$ cat config.mk
export PLATFORM = sky130hd
export DESIGN_NAME = tpc_char_ctrl
export DESIGN_NICKNAME = d
export VERILOG_FILES = /design/src/verilog/tpc_pkg.sv /design/src/verilog/tpc_char_ctrl.sv
export VERILOG_INCLUDE_DIRS = /design/src /design/src/verilog
export SDC_FILE = /design/constraint.sdc
export NUM_CORES = 1
export LEC_CHECK = 0
export ABC_AREA = 1
export BUFFER_PORTS_ARGS = -buffer_cell sky130_fd_sc_hd__buf_2
export CORE_MARGIN = 3
export CORE_UTILIZATION = 54
export CTS_CLUSTER_SIZE = 25
export DETAILED_ROUTE_END_ITERATION = 10
export GPL_TIMING_DRIVEN = 0
export HOLD_SLACK_MARGIN = 0.15
export PLACE_DENSITY = 0.83
export SLEW_MARGIN = 20
export SYNTH_ARGS = -nofsm -noshare
export SYNTH_HDL_FRONTEND = slang
export SYNTH_SLANG_ARGS = --single-unit
$ cat constraint.sdc
create_clock -name hclk -period 1.75 [get_ports hclk]
set_clock_uncertainty 0.2 [all_clocks]
set_input_delay 0.0875 -clock hclk [delete_from_list [all_inputs] [get_ports hclk]]
set_output_delay 0.0875 -clock hclk [all_outputs]
set_load 0.05 [all_outputs]
$ cat src/verilog/tpc_params.svh
// Constants for the teleprinter character controller.
`ifndef TPC_PARAMS_SVH
`define TPC_PARAMS_SVH
`define TPC_CLK_NS      25
`define TPC_UNIT_NS     9090909
`define TPC_UNIT_CYC    (`TPC_UNIT_NS / `TPC_CLK_NS)
`define TPC_FRAME_LAST  4'ha
`define TPC_INFO_BITS   4'h8
`define TPC_LINE_LEN    7'h48
`define TPC_BELL_POS    7'h47
`define TPC_AB_MAX      5'h14
`define TPC_C_EOT       7'h04
`define TPC_C_ENQ       7'h05
`define TPC_C_LF        7'h0a
`define TPC_C_CR        7'h0d
`define TPC_C_DC1       7'h11
`define TPC_C_DC2       7'h12
`define TPC_C_DC3       7'h13
`define TPC_C_DC4       7'h14
`define TPC_C_SP        7'h20
`define TPC_C_DEL       7'h7f
`define TPC_OFF_CTRL    12'h000
`define TPC_OFF_STAT    12'h004
`define TPC_OFF_ABLEN   12'h008
`define TPC_OFF_AB      12'h040
`define TPC_OFF_AB_END  12'h08c
`define TPC_CTRL_PAR    1:0
`define TPC_CTRL_RDRA   2
`define TPC_CTRL_ARF    3
`define TPC_CTRL_DBL    4
`define TPC_CTRL_PAUTO  5
`define TPC_CTRL_RDRM   6
`define TPC_CTRL_RST    7'h0c
`endif

$ cat src/verilog/tpc_pkg.sv
// Types for the teleprinter character controller.
package tpc_pkg;
  typedef enum logic [1:0] {
    TPC_PAR_EVEN  = 2'h0,
    TPC_PAR_MARK  = 2'h1,
    TPC_PAR_SPACE = 2'h2
  } tpc_par_t;
  typedef enum logic [2:0] {
    TPC_TX_IDLE  = 3'h1,
    TPC_TX_SHIFT = 3'h2,
    TPC_TX_BREAK = 3'h4
  } tpc_tx_t;
  typedef enum logic [2:0] {
    TPC_RX_IDLE = 3'h1,
    TPC_RX_BITS = 3'h2,
    TPC_RX_STOP = 3'h4
  } tpc_rx_t;
endpackage

$ cat src/verilog/tpc_char_ctrl.sv
// Teleprinter character controller: line framing, printer functions, answer-back, AHB-Lite registers.
`timescale 1ns/1ps
`include "tpc_params.svh"
module tpc_char_ctrl #(
  parameter int UNIT_CYC = `TPC_UNIT_CYC
) (
  input  wire logic        hclk,          // Bus clock
  input  wire logic        hresetn,       // Async reset, active low
  input  wire logic        hsel,          // Slave select
  input  wire logic [31:0] haddr,         // Address
  input  wire logic [1:0]  htrans,        // Transfer type
  input  wire logic        hwrite,        // Write
  input  wire logic [2:0]  hsize,         // Size, word only
  input  wire logic [31:0] hwdata,        // Write data
  input  wire logic        hready,        // Bus ready
  output logic      [31:0] hrdata,        // Read data
  output logic             hreadyout,     // Slave ready
  output logic             hresp,         // Response, always OKAY
  input  wire logic        line_rx,       // Receive line, high is marking
  input  wire logic        key_down,      // A keyboard key is held
  input  wire logic [6:0]  key_code,      // Keyboard code
  input  wire logic        repeat_key,    // Repeat key held
  input  wire logic        break_key,     // Break key held
  input  wire logic        eot_key,       // End-of-transmission key
  input  wire logic        ab_key,        // Local answer-back key
  input  wire logic        rdr_feed,      // Reader has a new code
  input  wire logic [7:0]  rdr_holes,     // Reader hole contacts
  input  wire logic        punch_on_key,  // Manual punch on
  input  wire logic        punch_off_key, // Manual punch off
  input  wire logic        paper_out,     // Paper supply exhausted
  input  wire logic        data_set,      // Data set attached
  output logic             line_tx,       // Send line, high is marking
  output logic             print_strobe,  // Print one character
  output logic      [6:0]  print_code,    // Character to print
  output logic             carriage_ret,  // Return to left margin
  output logic             paper_feed,    // Feed paper
  output logic      [1:0]  feed_lines,    // Lines to feed
  output logic             line_end_bell, // End-of-line bell pulse
  output logic             reader_run,    // Tape reader running
  output logic             punch_on,      // Tape punch on
  output logic             paper_alarm,   // Paper-out alarm
  output logic             call_refuse,   // Refuse incoming calls
  output logic             eot_sent       // End-of-transmission sent
);
  localparam logic [23:0] UNIT_M1 = 24'(UNIT_CYC - 1);
  localparam logic [23:0] HALF    = 24'(UNIT_CYC / 2);

  function automatic logic [7:0] kb_char(input logic [6:0] c, input logic [1:0] m);
    logic b8;
    b8 = 1'b1;
    if (m == tpc_pkg::TPC_PAR_EVEN)
      b8 = ^c;
    else if (m == tpc_pkg::TPC_PAR_SPACE)
      b8 = 1'b0;
    return {b8, c};
  endfunction

  function automatic logic is_print(input logic [6:0] c);
    return (c > `TPC_C_SP) && (c != `TPC_C_DEL);
  endfunction

  // Input synchronisers; s3 only feeds edge detection.
  logic [25:0] s1, s2, s3;
  always_ff @(posedge hclk or negedge hresetn) begin
    if (!hresetn) begin
      s1 <= 26'h2000000;
      s2 <= 26'h2000000;
      s3 <= 26'h2000000;
    end else begin
      s1 <= {line_rx, key_down, key_code, repeat_key, break_key, eot_key, ab_key,
             rdr_feed, rdr_holes, punch_on_key, punch_off_key, paper_out, data_set};
      s2 <= s1;
      s3 <= s2;
    end
  end
  logic       rx_s, rep_s, brk_s, po_s, ds_s, kd_s;
  logic [6:0] kc_s;
  logic [7:0] rh_s;
  logic       kd_r, eot_r, abk_r, rf_r, pon_r, poff_r;
  assign rx_s   = s2[25];
  assign kd_s   = s2[24];
  assign kc_s   = s2[23:17];
  assign rep_s  = s2[16];
  assign brk_s  = s2[15];
  assign rh_s   = s2[11:4];
  assign po_s   = s2[1];
  assign ds_s   = s2[0];
  assign kd_r   = s2[24] & ~s3[24];
  assign eot_r  = s2[14] & ~s3[14];
  assign abk_r  = s2[13] & ~s3[13];
  assign rf_r   = s2[12] & ~s3[12];
  assign pon_r  = s2[3] & ~s3[3];
  assign poff_r = s2[2] & ~s3[2];

  // Register file over AHB-Lite, zero wait states.
  logic [6:0]  ctrl_reg;
  logic [4:0]  ab_len_reg;
  logic [7:0]  ab_mem [`TPC_AB_MAX];
  logic        wr_pend;
  logic [11:0] wr_addr;
  logic [6:0]  pos_reg;
  logic [7:0]  rx_data;
  logic        ab_busy, kb_pend, eot_pend, rdr_pend;
  tpc_pkg::tpc_tx_t tx_st;
  tpc_pkg::tpc_rx_t rx_st;
  logic        a_phase;
  logic [11:0] a_off;
  logic [4:0]  a_idx;
  assign a_phase = hsel & htrans[1] & hready;
  assign a_off   = haddr[11:0];
  assign a_idx   = 5'(haddr[11:2] - 10'h010);

  always_ff @(posedge hclk or negedge hresetn) begin
    if (!hresetn) begin
      hreadyout <= 1'b1;
      hresp     <= 1'b0;
      wr_pend   <= 1'b0;
      wr_addr   <= 12'h000;
      hrdata    <= 32'h00000000;
    end else begin
      hreadyout <= 1'b1;
      hresp     <= 1'b0;
      wr_pend   <= a_phase & hwrite;
      wr_addr   <= a_off;
      hrdata    <= 32'h00000000;
      if (a_phase && !hwrite) begin
        if (a_off == `TPC_OFF_CTRL)
          hrdata <= {25'h0, ctrl_reg};
        else if (a_off == `TPC_OFF_STAT)
          hrdata <= {8'h0, rx_data, 3'h0, ab_busy, (tx_st != tpc_pkg::TPC_TX_IDLE),
                     paper_alarm, punch_on, reader_run, 1'b0, pos_reg};
        else if (a_off == `TPC_OFF_ABLEN)
          hrdata <= {27'h0, ab_len_reg};
        else if (a_off >= `TPC_OFF_AB && a_off <= `TPC_OFF_AB_END && a_off[1:0] == 2'h0)
          hrdata <= {24'h0, ab_mem[a_idx]};
      end
    end
  end

  logic [4:0] w_idx;
  assign w_idx = 5'(wr_addr[11:2] - 10'h010);
  always_ff @(posedge hclk or negedge hresetn) begin
    if (!hresetn) begin
      ctrl_reg   <= `TPC_CTRL_RST;
      ab_len_reg <= 5'h00;
      for (int i = 0; i < `TPC_AB_MAX; i++)
        ab_mem[i] <= 8'h00;
    end else if (wr_pend) begin
      if (wr_addr == `TPC_OFF_CTRL)
        ctrl_reg <= hwdata[6:0];
      else if (wr_addr == `TPC_OFF_ABLEN)
        ab_len_reg <= (hwdata[4:0] > `TPC_AB_MAX) ? `TPC_AB_MAX : hwdata[4:0];
      else if (wr_addr >= `TPC_OFF_AB && wr_addr <= `TPC_OFF_AB_END && wr_addr[1:0] == 2'h0)
        ab_mem[w_idx] <= hwdata[7:0];
    end
  end

  // Receiver: start-stop framing, middle-of-unit sampling.
  logic [23:0] rx_cnt;
  logic [3:0]  rx_bits;
  logic [7:0]  rx_sr;
  logic        rx_valid;
  logic [6:0]  rc;
  assign rc = rx_data[6:0];
  always_ff @(posedge hclk or negedge hresetn) begin
    if (!hresetn) begin
      rx_st    <= tpc_pkg::TPC_RX_IDLE;
      rx_cnt   <= 24'h000000;
      rx_bits  <= 4'h0;
      rx_sr    <= 8'h00;
      rx_valid <= 1'b0;
      rx_data  <= 8'h00;
    end else begin
      rx_valid <= 1'b0;
      rx_cnt   <= rx_cnt + 24'h000001;
      unique case (rx_st)
        tpc_pkg::TPC_RX_IDLE: begin
          rx_bits <= 4'h0;
          rx_cnt  <= UNIT_M1 - HALF;
          if (!rx_s)
            rx_st <= tpc_pkg::TPC_RX_BITS;
        end
        tpc_pkg::TPC_RX_BITS: begin
          if (rx_cnt == UNIT_M1) begin
            rx_cnt <= 24'h000000;
            if (rx_bits == 4'h0 && rx_s)
              rx_st <= tpc_pkg::TPC_RX_IDLE;
            else begin
              if (rx_bits != 4'h0)
                rx_sr <= {rx_s, rx_sr[7:1]};
              rx_bits <= rx_bits + 4'h1;
              if (rx_bits == `TPC_INFO_BITS)
                rx_st <= tpc_pkg::TPC_RX_STOP;
            end
          end
        end
        tpc_pkg::TPC_RX_STOP: begin
          if (rx_cnt == UNIT_M1) begin
            rx_st <= tpc_pkg::TPC_RX_IDLE;
            if (rx_s) begin
              rx_valid <= 1'b1;
              rx_data  <= rx_sr;
            end
          end
        end
      endcase
    end
  end

  // Printer: position counter and function decoding.
  logic       adv, do_arf;
  assign adv    = rx_valid && (is_print(rc) || rc == `TPC_C_SP) && pos_reg < `TPC_LINE_LEN;
  assign do_arf = adv && ctrl_reg[`TPC_CTRL_ARF] && (pos_reg + 7'h01 == `TPC_LINE_LEN);
  always_ff @(posedge hclk or negedge hresetn) begin
    if (!hresetn) begin
      pos_reg       <= 7'h00;
      print_strobe  <= 1'b0;
      print_code    <= 7'h00;
      carriage_ret  <= 1'b0;
      paper_feed    <= 1'b0;
      feed_lines    <= 2'h0;
      line_end_bell <= 1'b0;
    end else begin
      print_strobe  <= 1'b0;
      carriage_ret  <= 1'b0;
      paper_feed    <= 1'b0;
      line_end_bell <= 1'b0;
      if (rx_valid && is_print(rc)) begin
        print_strobe <= 1'b1;
        print_code   <= rc;
      end
      if (adv) begin
        pos_reg <= pos_reg + 7'h01;
        if (pos_reg + 7'h01 == `TPC_BELL_POS)
          line_end_bell <= 1'b1;
      end
      if (do_arf) begin
        pos_reg      <= 7'h00;
        carriage_ret <= 1'b1;
        paper_feed   <= 1'b1;
        feed_lines   <= 2'h1;
      end else if (rx_valid && rc == `TPC_C_CR) begin
        pos_reg      <= 7'h00;
        carriage_ret <= 1'b1;
      end else if (rx_valid && rc == `TPC_C_LF) begin
        paper_feed <= 1'b1;
        feed_lines <= ctrl_reg[`TPC_CTRL_DBL] ? 2'h2 : 2'h1;
      end
    end
  end

  // Reader, punch and paper-out control.
  logic rdr_auto_run;
  always_ff @(posedge hclk or negedge hresetn) begin
    if (!hresetn) begin
      rdr_auto_run <= 1'b0;
      reader_run   <= 1'b0;
      punch_on     <= 1'b0;
      paper_alarm  <= 1'b0;
      call_refuse  <= 1'b0;
    end else begin
      if (rx_valid && ctrl_reg[`TPC_CTRL_RDRA] && rc == `TPC_C_DC1)
        rdr_auto_run <= 1'b1;
      else if (rx_valid && ctrl_reg[`TPC_CTRL_RDRA] && rc == `TPC_C_DC3)
        rdr_auto_run <= 1'b0;
      reader_run <= (rdr_auto_run & ctrl_reg[`TPC_CTRL_RDRA]) | ctrl_reg[`TPC_CTRL_RDRM];
      // Manual keys are checked first so they win over codes from the line.
      if (pon_r)
        punch_on <= 1'b1;
      else if (poff_r)
        punch_on <= 1'b0;
      else if (rx_valid && ctrl_reg[`TPC_CTRL_PAUTO] && rc == `TPC_C_DC2)
        punch_on <= 1'b1;
      else if (rx_valid && ctrl_reg[`TPC_CTRL_PAUTO] && rc == `TPC_C_DC4)
        punch_on <= 1'b0;
      paper_alarm <= po_s & ds_s;
      call_refuse <= po_s & ds_s;
    end
  end

  // Transmit source selection; answer-back has priority over everything except break.
  logic [4:0] ab_idx;
  logic [7:0] rdr_code;
  logic       launch;
  logic [7:0] lcode;
  logic [1:0] lsrc;
  always_comb begin
    launch = 1'b0;
    lcode  = 8'h00;
    lsrc   = 2'h0;
    if (tx_st == tpc_pkg::TPC_TX_IDLE && !brk_s) begin
      if (ab_busy) begin
        launch = 1'b1;
        lcode  = ab_mem[ab_idx];
      end else if (eot_pend) begin
        launch = 1'b1;
        lcode  = kb_char(`TPC_C_EOT, ctrl_reg[`TPC_CTRL_PAR]);
        lsrc   = 2'h1;
      end else if (kb_pend || (rep_s && kd_s)) begin
        launch = 1'b1;
        lcode  = kb_char(kc_s, ctrl_reg[`TPC_CTRL_PAR]);
        lsrc   = 2'h2;
      end else if (rdr_pend && reader_run) begin
        launch = 1'b1;
        lcode  = rdr_code;
        lsrc   = 2'h3;
      end
    end
  end

  always_ff @(posedge hclk or negedge hresetn) begin
    if (!hresetn) begin
      ab_busy  <= 1'b0;
      ab_idx   <= 5'h00;
      kb_pend  <= 1'b0;
      eot_pend <= 1'b0;
      rdr_pend <= 1'b0;
      rdr_code <= 8'h00;
      eot_sent <= 1'b0;
    end else begin
      eot_sent <= launch && lsrc == 2'h1;
      if (!ab_busy && (abk_r || (rx_valid && rc == `TPC_C_ENQ))) begin
        ab_busy <= ab_len_reg != 5'h00;
        ab_idx  <= 5'h00;
      end else if (launch && lsrc == 2'h0) begin
        if (ab_idx == ab_len_reg - 5'h01)
          ab_busy <= 1'b0;
        ab_idx <= ab_idx + 5'h01;
      end
      // A new event in the launch cycle keeps its flag set.
      if (kd_r)
        kb_pend <= 1'b1;
      else if (launch && lsrc == 2'h2)
        kb_pend <= 1'b0;
      if (eot_r)
        eot_pend <= 1'b1;
      else if (launch && lsrc == 2'h1)
        eot_pend <= 1'b0;
      if (rf_r && reader_run) begin
        rdr_pend <= 1'b1;
        rdr_code <= rh_s;
      end else if (launch && lsrc == 2'h3)
        rdr_pend <= 1'b0;
    end
  end

  // Transmitter: eleven-unit frame, lowest bit first.
  logic [23:0] tx_cnt;
  logic [3:0]  tx_bits;
  logic [9:0]  tx_sr;
  always_ff @(posedge hclk or negedge hresetn) begin
    if (!hresetn) begin
      tx_st   <= tpc_pkg::TPC_TX_IDLE;
      tx_cnt  <= 24'h000000;
      tx_bits <= 4'h0;
      tx_sr   <= 10'h3ff;
      line_tx <= 1'b1;
    end else begin
      tx_cnt <= tx_cnt + 24'h000001;
      unique case (tx_st)
        tpc_pkg::TPC_TX_IDLE: begin
          tx_cnt  <= 24'h000000;
          tx_bits <= 4'h0;
          line_tx <= 1'b1;
          if (brk_s) begin
            tx_st   <= tpc_pkg::TPC_TX_BREAK;
            line_tx <= 1'b0;
          end else if (launch) begin
            tx_st   <= tpc_pkg::TPC_TX_SHIFT;
            tx_sr   <= {2'h3, lcode};
            line_tx <= 1'b0;
          end
        end
        tpc_pkg::TPC_TX_SHIFT: begin
          if (brk_s) begin
            tx_st   <= tpc_pkg::TPC_TX_BREAK;
            line_tx <= 1'b0;
          end else if (tx_cnt == UNIT_M1) begin
            tx_cnt <= 24'h000000;
            if (tx_bits == `TPC_FRAME_LAST) begin
              tx_st   <= tpc_pkg::TPC_TX_IDLE;
              line_tx <= 1'b1;
            end else begin
              line_tx <= tx_sr[0];
              tx_sr   <= {1'b1, tx_sr[9:1]};
              tx_bits <= tx_bits + 4'h1;
            end
          end
        end
        tpc_pkg::TPC_TX_BREAK: begin
          line_tx <= 1'b0;
          if (!brk_s) begin
            tx_st   <= tpc_pkg::TPC_TX_IDLE;
            line_tx <= 1'b1;
          end
        end
      endcase
    end
  end
endmodule // tpc_char_ctrl

==> results.md, run 1 <==
Placed design:
- The count of buffers inserted at the top-level ports is 91.
- Detailed placement finished with a half-perimeter wire length of 44.4 mm.
- Routability-driven placement finished with a final weighted congestion of 1.02.

Run status:
- The first error in the log reads "[ERROR GRT-0232] Routing congestion too high. Check the congestion heatmap in the GUI".
- The stage at which the run stopped is global routing.
- The run stopped with a tool error.

Synth:
- The synthesized design contains 0 enable-type register cells.
- Counting instances in the post-synthesis netlist gives the leading cell types as 512 x sky130_fd_sc_hd__nand2_1, 379 x sky130_fd_sc_hd__dfrtp_1, 295 x sky130_fd_sc_hd__o21ai_0, 216 x sky130_fd_sc_hd__nor2_1, 212 x sky130_fd_sc_hd__inv_1.
- The most common cell in the netlist is sky130_fd_sc_hd__nand2_1.
- The dominant cell type by area after synthesis is sky130_fd_sc_hd__dfrtp_1.
- The most used flip-flop cell after synthesis is sky130_fd_sc_hd__dfrtp_1.
- After synthesis, the share of flip-flops with an asynchronous set or reset is 100%.
- The synthesized design devotes to its leading area cell type 50.3% of total area.
- In this run the mean area of a mapped cell was 8.34 µm².
- By area the synthesized netlist is led by sky130_fd_sc_hd__dfrtp_1 50%, sky130_fd_sc_hd__nand2_1 10%, sky130_fd_sc_hd__o21ai_0 7.8%.
- The count of cell types in the netlist is 62.
- In the synthesized netlist, the number of instances is 2260.
- In this run, synthesis produced a sequential element count of 394.
- Summing every instance area after synthesis gives 18800 µm².
- Of the synthesized area, sequential elements account for 52.4%.
- The total of warnings raised by yosys is 0.

Floorplan:
- The count of standard-cell rows is 67.
- Pin placement for this block handled 153 I/O pins.
- The starting density of the core is 55.5%.
- From left edge to right edge, the die measures 193 µm.
- In this run the vertical extent of the chip is 193 µm.

Global route:
- For this run the aggregate overflow at the end of global routing stands at 16.
- The largest net degree at the start of global routing is 104.
- The overall routing resource usage is 64.9%.

Clock tree:
- Clock tree synthesis inserted a total of 42 buffers.
- The maximum buffer depth of the clock tree is 3.
- The tree is rooted in a sky130_fd_sc_hd__clkbuf_16.
- The TritonCTS sink count is 394.
- The clock tree synthesis step divided the H-tree into 2 levels.

STA:
- After global-route timing repair, the worst endpoint was pos_reg[1]$_DFFE_PN0P_/D.
- The worst endpoint type is a register input.
-- routing by layer --
layer | global-route usage [%] | overflow
met5 | 29.0 | 0
met4 | 62.9 | 6
met3 | 50.8 | 0
met2 | 80.9 | 10
met1 | 64.1 | 0
-- kinds of logic after synthesis --
group                      after synthesis  share of synthesized area (%)
buffers and inverters                  326                           7.22
other                                    2                         0.0399
xor gates and xnor gates                40                           1.86
DFF                                    394                           52.4
adders and majority gates               12                          0.797
AOI/OAI and AO/OA                      535                           15.6
muxes                                   11                          0.638
and+or+nand+nor                        940                           21.4
-- per-stage QoR --
stage / hold slack (ps) / instances / util (%) / worst slack, ps / cell area (µm²)
after global placement: -7.52 / 2810 / 59.4 / -7790 / 20200
after floorplan: -408 / 2271 / - / -127 / 19200
after CTS: -564 / 3126 / 76.2 / -386 / 25900
after detailed placement: -286 / 2814 / 59.8 / -1130 / 20300
-- timing repair --
action,CTS
hold endpoints to repair,540
hold buffers,85
setup buffers,119
pin swaps,125
gates cloned,35
setup endpoints to repair,304
resized for setup,633
==> run 2, diff against run 1 <==
--- a/config.mk
+++ b/config.mk
@@ -9,12 +9,10 @@
 export ABC_AREA = 1
 export BUFFER_PORTS_ARGS = -buffer_cell sky130_fd_sc_hd__buf_2
 export CORE_MARGIN = 3
-export CORE_UTILIZATION = 54
-export CTS_CLUSTER_SIZE = 25
+export CORE_UTILIZATION = 40
 export DETAILED_ROUTE_END_ITERATION = 10
 export GPL_TIMING_DRIVEN = 0
-export HOLD_SLACK_MARGIN = 0.15
-export PLACE_DENSITY = 0.83
+export PLACE_DENSITY_LB_ADDON = 0.15
 export SLEW_MARGIN = 20
 export SYNTH_ARGS = -nofsm -noshare
 export SYNTH_HDL_FRONTEND = slang
==> constraint.sdc (replaced) <==
create_clock -name hclk -period 2.3 [get_ports hclk]
set_clock_uncertainty 0.2 [all_clocks]
set_input_delay 0.115 -clock hclk [delete_from_list [all_inputs] [get_ports hclk]]
set_output_delay 0.115 -clock hclk [all_outputs]
set_load 0.05 [all_outputs]
==> run 2 against run 1 <==
- area after synthesis unchanged
- synthesized cell count is the same
- the flow now finishes, with violations (negative setup slack)
==> results.md, run 2 <==
Run:
- The count of max-cap constraint violations is 0.

Detailed routing:
- The first detailed-routing pass ran for 6 iterations.
- After the first detailed-routing iteration, the DRC count stood at 1549.
- The number of nets still failing antenna checks after routing is 0.
- Using the TritonRoute via totals, the vias-per-cell ratio works out to 5.40.
- The total wirelength of the detailed-routed design is 63.6 mm.
- The routed wire length per instance is 20.1 µm.
- The routed layout has 17.1k vias.
- The residual DRC count is 0.

Min path:
- The hold path depth is 2.
- The worst min-delay path category is in -> reg.
- The capture endpoint of the worst hold path is wr_addr[5].
- The launch point of the worst hold path is haddr[5].

Cells and area:
- Counting flops per register, the top entry is ab_mem.
- The relative area change from synthesis to final layout is 23.6%.
- Leaving out fill and tap cells, the most frequent cell in the layout is sky130_fd_sc_hd__nand2_1.
- The multi-input combinational cells in the finished layout cover a total of 7870 µm².
- The area taken by flip-flops and latches is 9880 µm².
- The number of nets in the final layout is 2638.
- The register with the most flip-flops in the layout has 160 of them.
- Cells with a size suffix above 1 make up 15.4% of the layout.
- In the layout the commonest cells are 502 x sky130_fd_sc_hd__nand2_1, 377 x sky130_fd_sc_hd__dfrtp_1, 288 x sky130_fd_sc_hd__o21ai_0.
- In the final layout, the registers with the most flip-flops are ab_mem x160, s1 x26, s2 x26.
- The filler cells instantiated in the layout total 4323.
- The final core utilization is 50.7%.

Global route:
- The overall routing resource usage is 25.5%.
- The number of antenna violations at the first check in global routing is 2.
- The global-route wire length before repair is 99.3 mm.
- The via count of the first global-routing pass was 16.9k.
- Entering global routing, the biggest net connects 99 pins.
- The total congestion overflow is 0.

Critical path:
- In this design, the stage delay of the slowest critical-path cell is 410 ps.
- The signal on the critical path passes through buf_2, buf_2, inv_2, nand2_2, buf_2, o21ai_0, o31ai_1, nand4_1, nand2_1, nand2_1, a21oi_1.
- The largest individual stage delay along the critical path comes from the cell sky130_fd_sc_hd__o31ai_1.
- The length in cells of the worst reg-to-reg path is 9.
- Setup slack on the worst reg-to-reg path comes out at 90 ps.
- STA classifies the critical path endpoint as a flip-flop.
- The kind of start point of the critical path is a primary input.
- The data arrival at the endpoint of the critical path is 2620 ps.
- The startpoint-to-endpoint class of the critical path is in -> reg.
- At the worst endpoint, the required time is 2590 ps.
- The endpoint of the most critical register-to-register path is ab_mem[54].
- The startpoint identified for the worst register-to-register timing path is wr_addr[8].
- The maximum fanout count along the critical path is 10.
- The critical path's most frequent cell is sky130_fd_sc_hd__buf_2.

Floorplan:
- The die covers 49700 µm².
- The overall die width came to 223 µm (was 193 µm).
- The count of boundary I/O pins is 153 (unchanged).
- The die boundary height is 223 µm (was 193 µm).
- The area of the core region is 46000 µm².
- The count of standard-cell rows came to 78 (was 67).
- The starting density of the core came to 41.0% (was 55.5%).

Power and ir drop:
- The largest voltage drop on the vdd net is 0.704 mV.
- The power density over the cells is 800 nW/µm².
- The post-route total power is 18.6 mW.
- Summed over all cells, the static leakage comes to 11.3 nW.

Synth:
- Top cells by instance count after synthesis: 512 x sky130_fd_sc_hd__nand2_1, 379 x sky130_fd_sc_hd__dfrtp_1, 295 x sky130_fd_sc_hd__o21ai_0, 216 x sky130_fd_sc_hd__nor2_1, 212 x sky130_fd_sc_hd__inv_1 (unchanged).
- The share of the synthesized area in the top cell type is 50.3% (unchanged).
- The count of cell types in the netlist is 62 (unchanged).
- Cell types occupying the most area after synthesis: sky130_fd_sc_hd__dfrtp_1 50%, sky130_fd_sc_hd__nand2_1 10%, sky130_fd_sc_hd__o21ai_0 7.8% (unchanged).
- The most common cell in the netlist is sky130_fd_sc_hd__nand2_1 (unchanged).
- The flop and latch count out of synthesis is 394 (unchanged).
- The total of warnings raised by yosys is 0 (unchanged).
- The per-instance average area after synthesis was 8.34 µm² (unchanged).
- The instance count of the mapped netlist came to 2260 (unchanged).
- The post-synthesis instance area is 18800 µm² (unchanged).
- The number of enable-type register cells in the synthesized netlist is 0 (unchanged).
- The dominant cell type by area after synthesis is sky130_fd_sc_hd__dfrtp_1 (unchanged).
- The sequential element share of the synthesized area is 52.4% (unchanged).
- The fraction of registers with async set or reset after synthesis is 100% (unchanged).
- The most used flip-flop cell after synthesis was sky130_fd_sc_hd__dfrtp_1 (unchanged).

Placed design:
- The count of buffers inserted at the top-level ports came to 91 (unchanged).
- The routability-driven placement congestion ratio was 1.04 (was 1.02).
- The setup slack after placement came to -586 ps (was -1130 ps).
- The estimated wirelength of the detail-placed design is 44.9 mm (was 44.4 mm).

Clock tree:
- The deepest level of the CTS H-tree is 2 (unchanged).
- The clock latency on the worst-skew pair is 580 ps.
- The TritonCTS sink count is 394 (unchanged).
- The cell chosen for the clock root was sky130_fd_sc_hd__clkbuf_16 (unchanged).
- The maximum buffer depth of the clock tree came to 3 (unchanged).
- The CTS tree is yes.
- The CTS buffer count is 44 (was 42).
- Clock-pin slew was measured on the worst setup and hold paths at 60 ps.

STA:
- The minimum period implied by the final worst setup slack is 2330 ps.
- The max-slew violation count is 0.
- The final hold slack is 42.2 ps.
- After layout, the worst path uses 101% of the clock period.
- The highest clock frequency the design can meet is 430 MHz.
- The post-route setup TNS is -26.1 ps.
- The final setup violation count is 1.
- The max-slew headroom at the worst pin is 33.9%.
- Setup slack on the critical path of the routed design comes to -26.1 ps.
- The count of endpoints failing hold in the final timing report is 0.
- For the pin with the worst max-slew slack, the measured transition is 988 ps.

Run status:
- Outcome: complete, but fails checks (was stopped before the end).
- The final reports fail on negative setup slack.
==> run 2: what timing repair did <==
item / 4_1_cts / 5_1_grt
hold buffers: 88 / 4
hold endpoints to repair: 284 / 7
gates resized for setup: 51 / 108
endpoints found under the setup margin: 164 / 244
buffers inserted: 8 / 12
pin swaps: 5 / 14
gates cloned: 0 / 3
==> run 2: report_power, final <==
group          switching (mW)  total [mW]  internal (mW)
Combinational            2.58        3.78           1.20
Clock                    3.01        7.45           4.45
Sequential              0.162        7.41           7.25
Total                    5.75        18.6           12.9
==> run 2: how the worst max path moves through the flow <==
stage                     startpoint             to  slack (ps)  cells after the start
after CTS                 wr_addr[6]     ab_mem[62]          -4                     10
after floorplan            rx_cnt[0]     rx_cnt[20]         380                     10
after global placement       hresetn  print_code[4]       -6890                      1
final                       haddr[2]      hrdata[6]         -30                     11
after global routing      wr_addr[8]     ab_mem[54]         -40                      9
after detailed placement    haddr[2]      hrdata[6]        -590                     11
==> run 2: area by class of cell <==
class                      instances  share of cell area (%)
tap                              600                    3.22
buffer                           107                    2.98
multi-input combinational       1551                    33.8
inverter                         218                    3.56
antenna                            1                  0.0107
sequential                       394                    42.4
clock inverter                    24                    1.36
clock buffer                      57                    5.37
timing repair buffer             210                    7.33
==> run 2: metrics by stage <==
step           instance area [µm²]  cells
4_1_cts                      22900   3143
3_5_place_dp                 20200   2966
2_1_floorplan                18900   2271
5_1_grt                      23300   3162
6_report                     23300   3162
3_3_place_gp                 20100   2962
==> run 2: kinds of logic after synthesis <==
group / share of synthesized area [%]
fa+ha+maj: 0.797
simple gates: 21.4
mux: 0.638
buf+inv: 7.22
xor+xnor: 1.86
other cells: 0.0399
flops: 52.4
compound gates: 15.6
==> run 2: critical path, delay by kind of cell <==
| family | cells | cell delay, ps |
|---|---|---|
| buffers and inverters | 4 | 840 |
| AO/OA/AOI/OAI | 3 | 760 |
| AND/OR/NAND/NOR | 4 | 880 |
==> run 2: routing by layer <==
layer	track usage, %	up-vias	part of all wire [%]	wire (µm)
met3	4.93	152	7.2	4570
met1	35.8	8325	44	28200
li1	-	8004	-	-
met5	0	-	0	0
met2	39.6	602	45	28400
met4	9.27	0	3.9	2460
No activity file was read; power rests on OpenSTA's default activity.
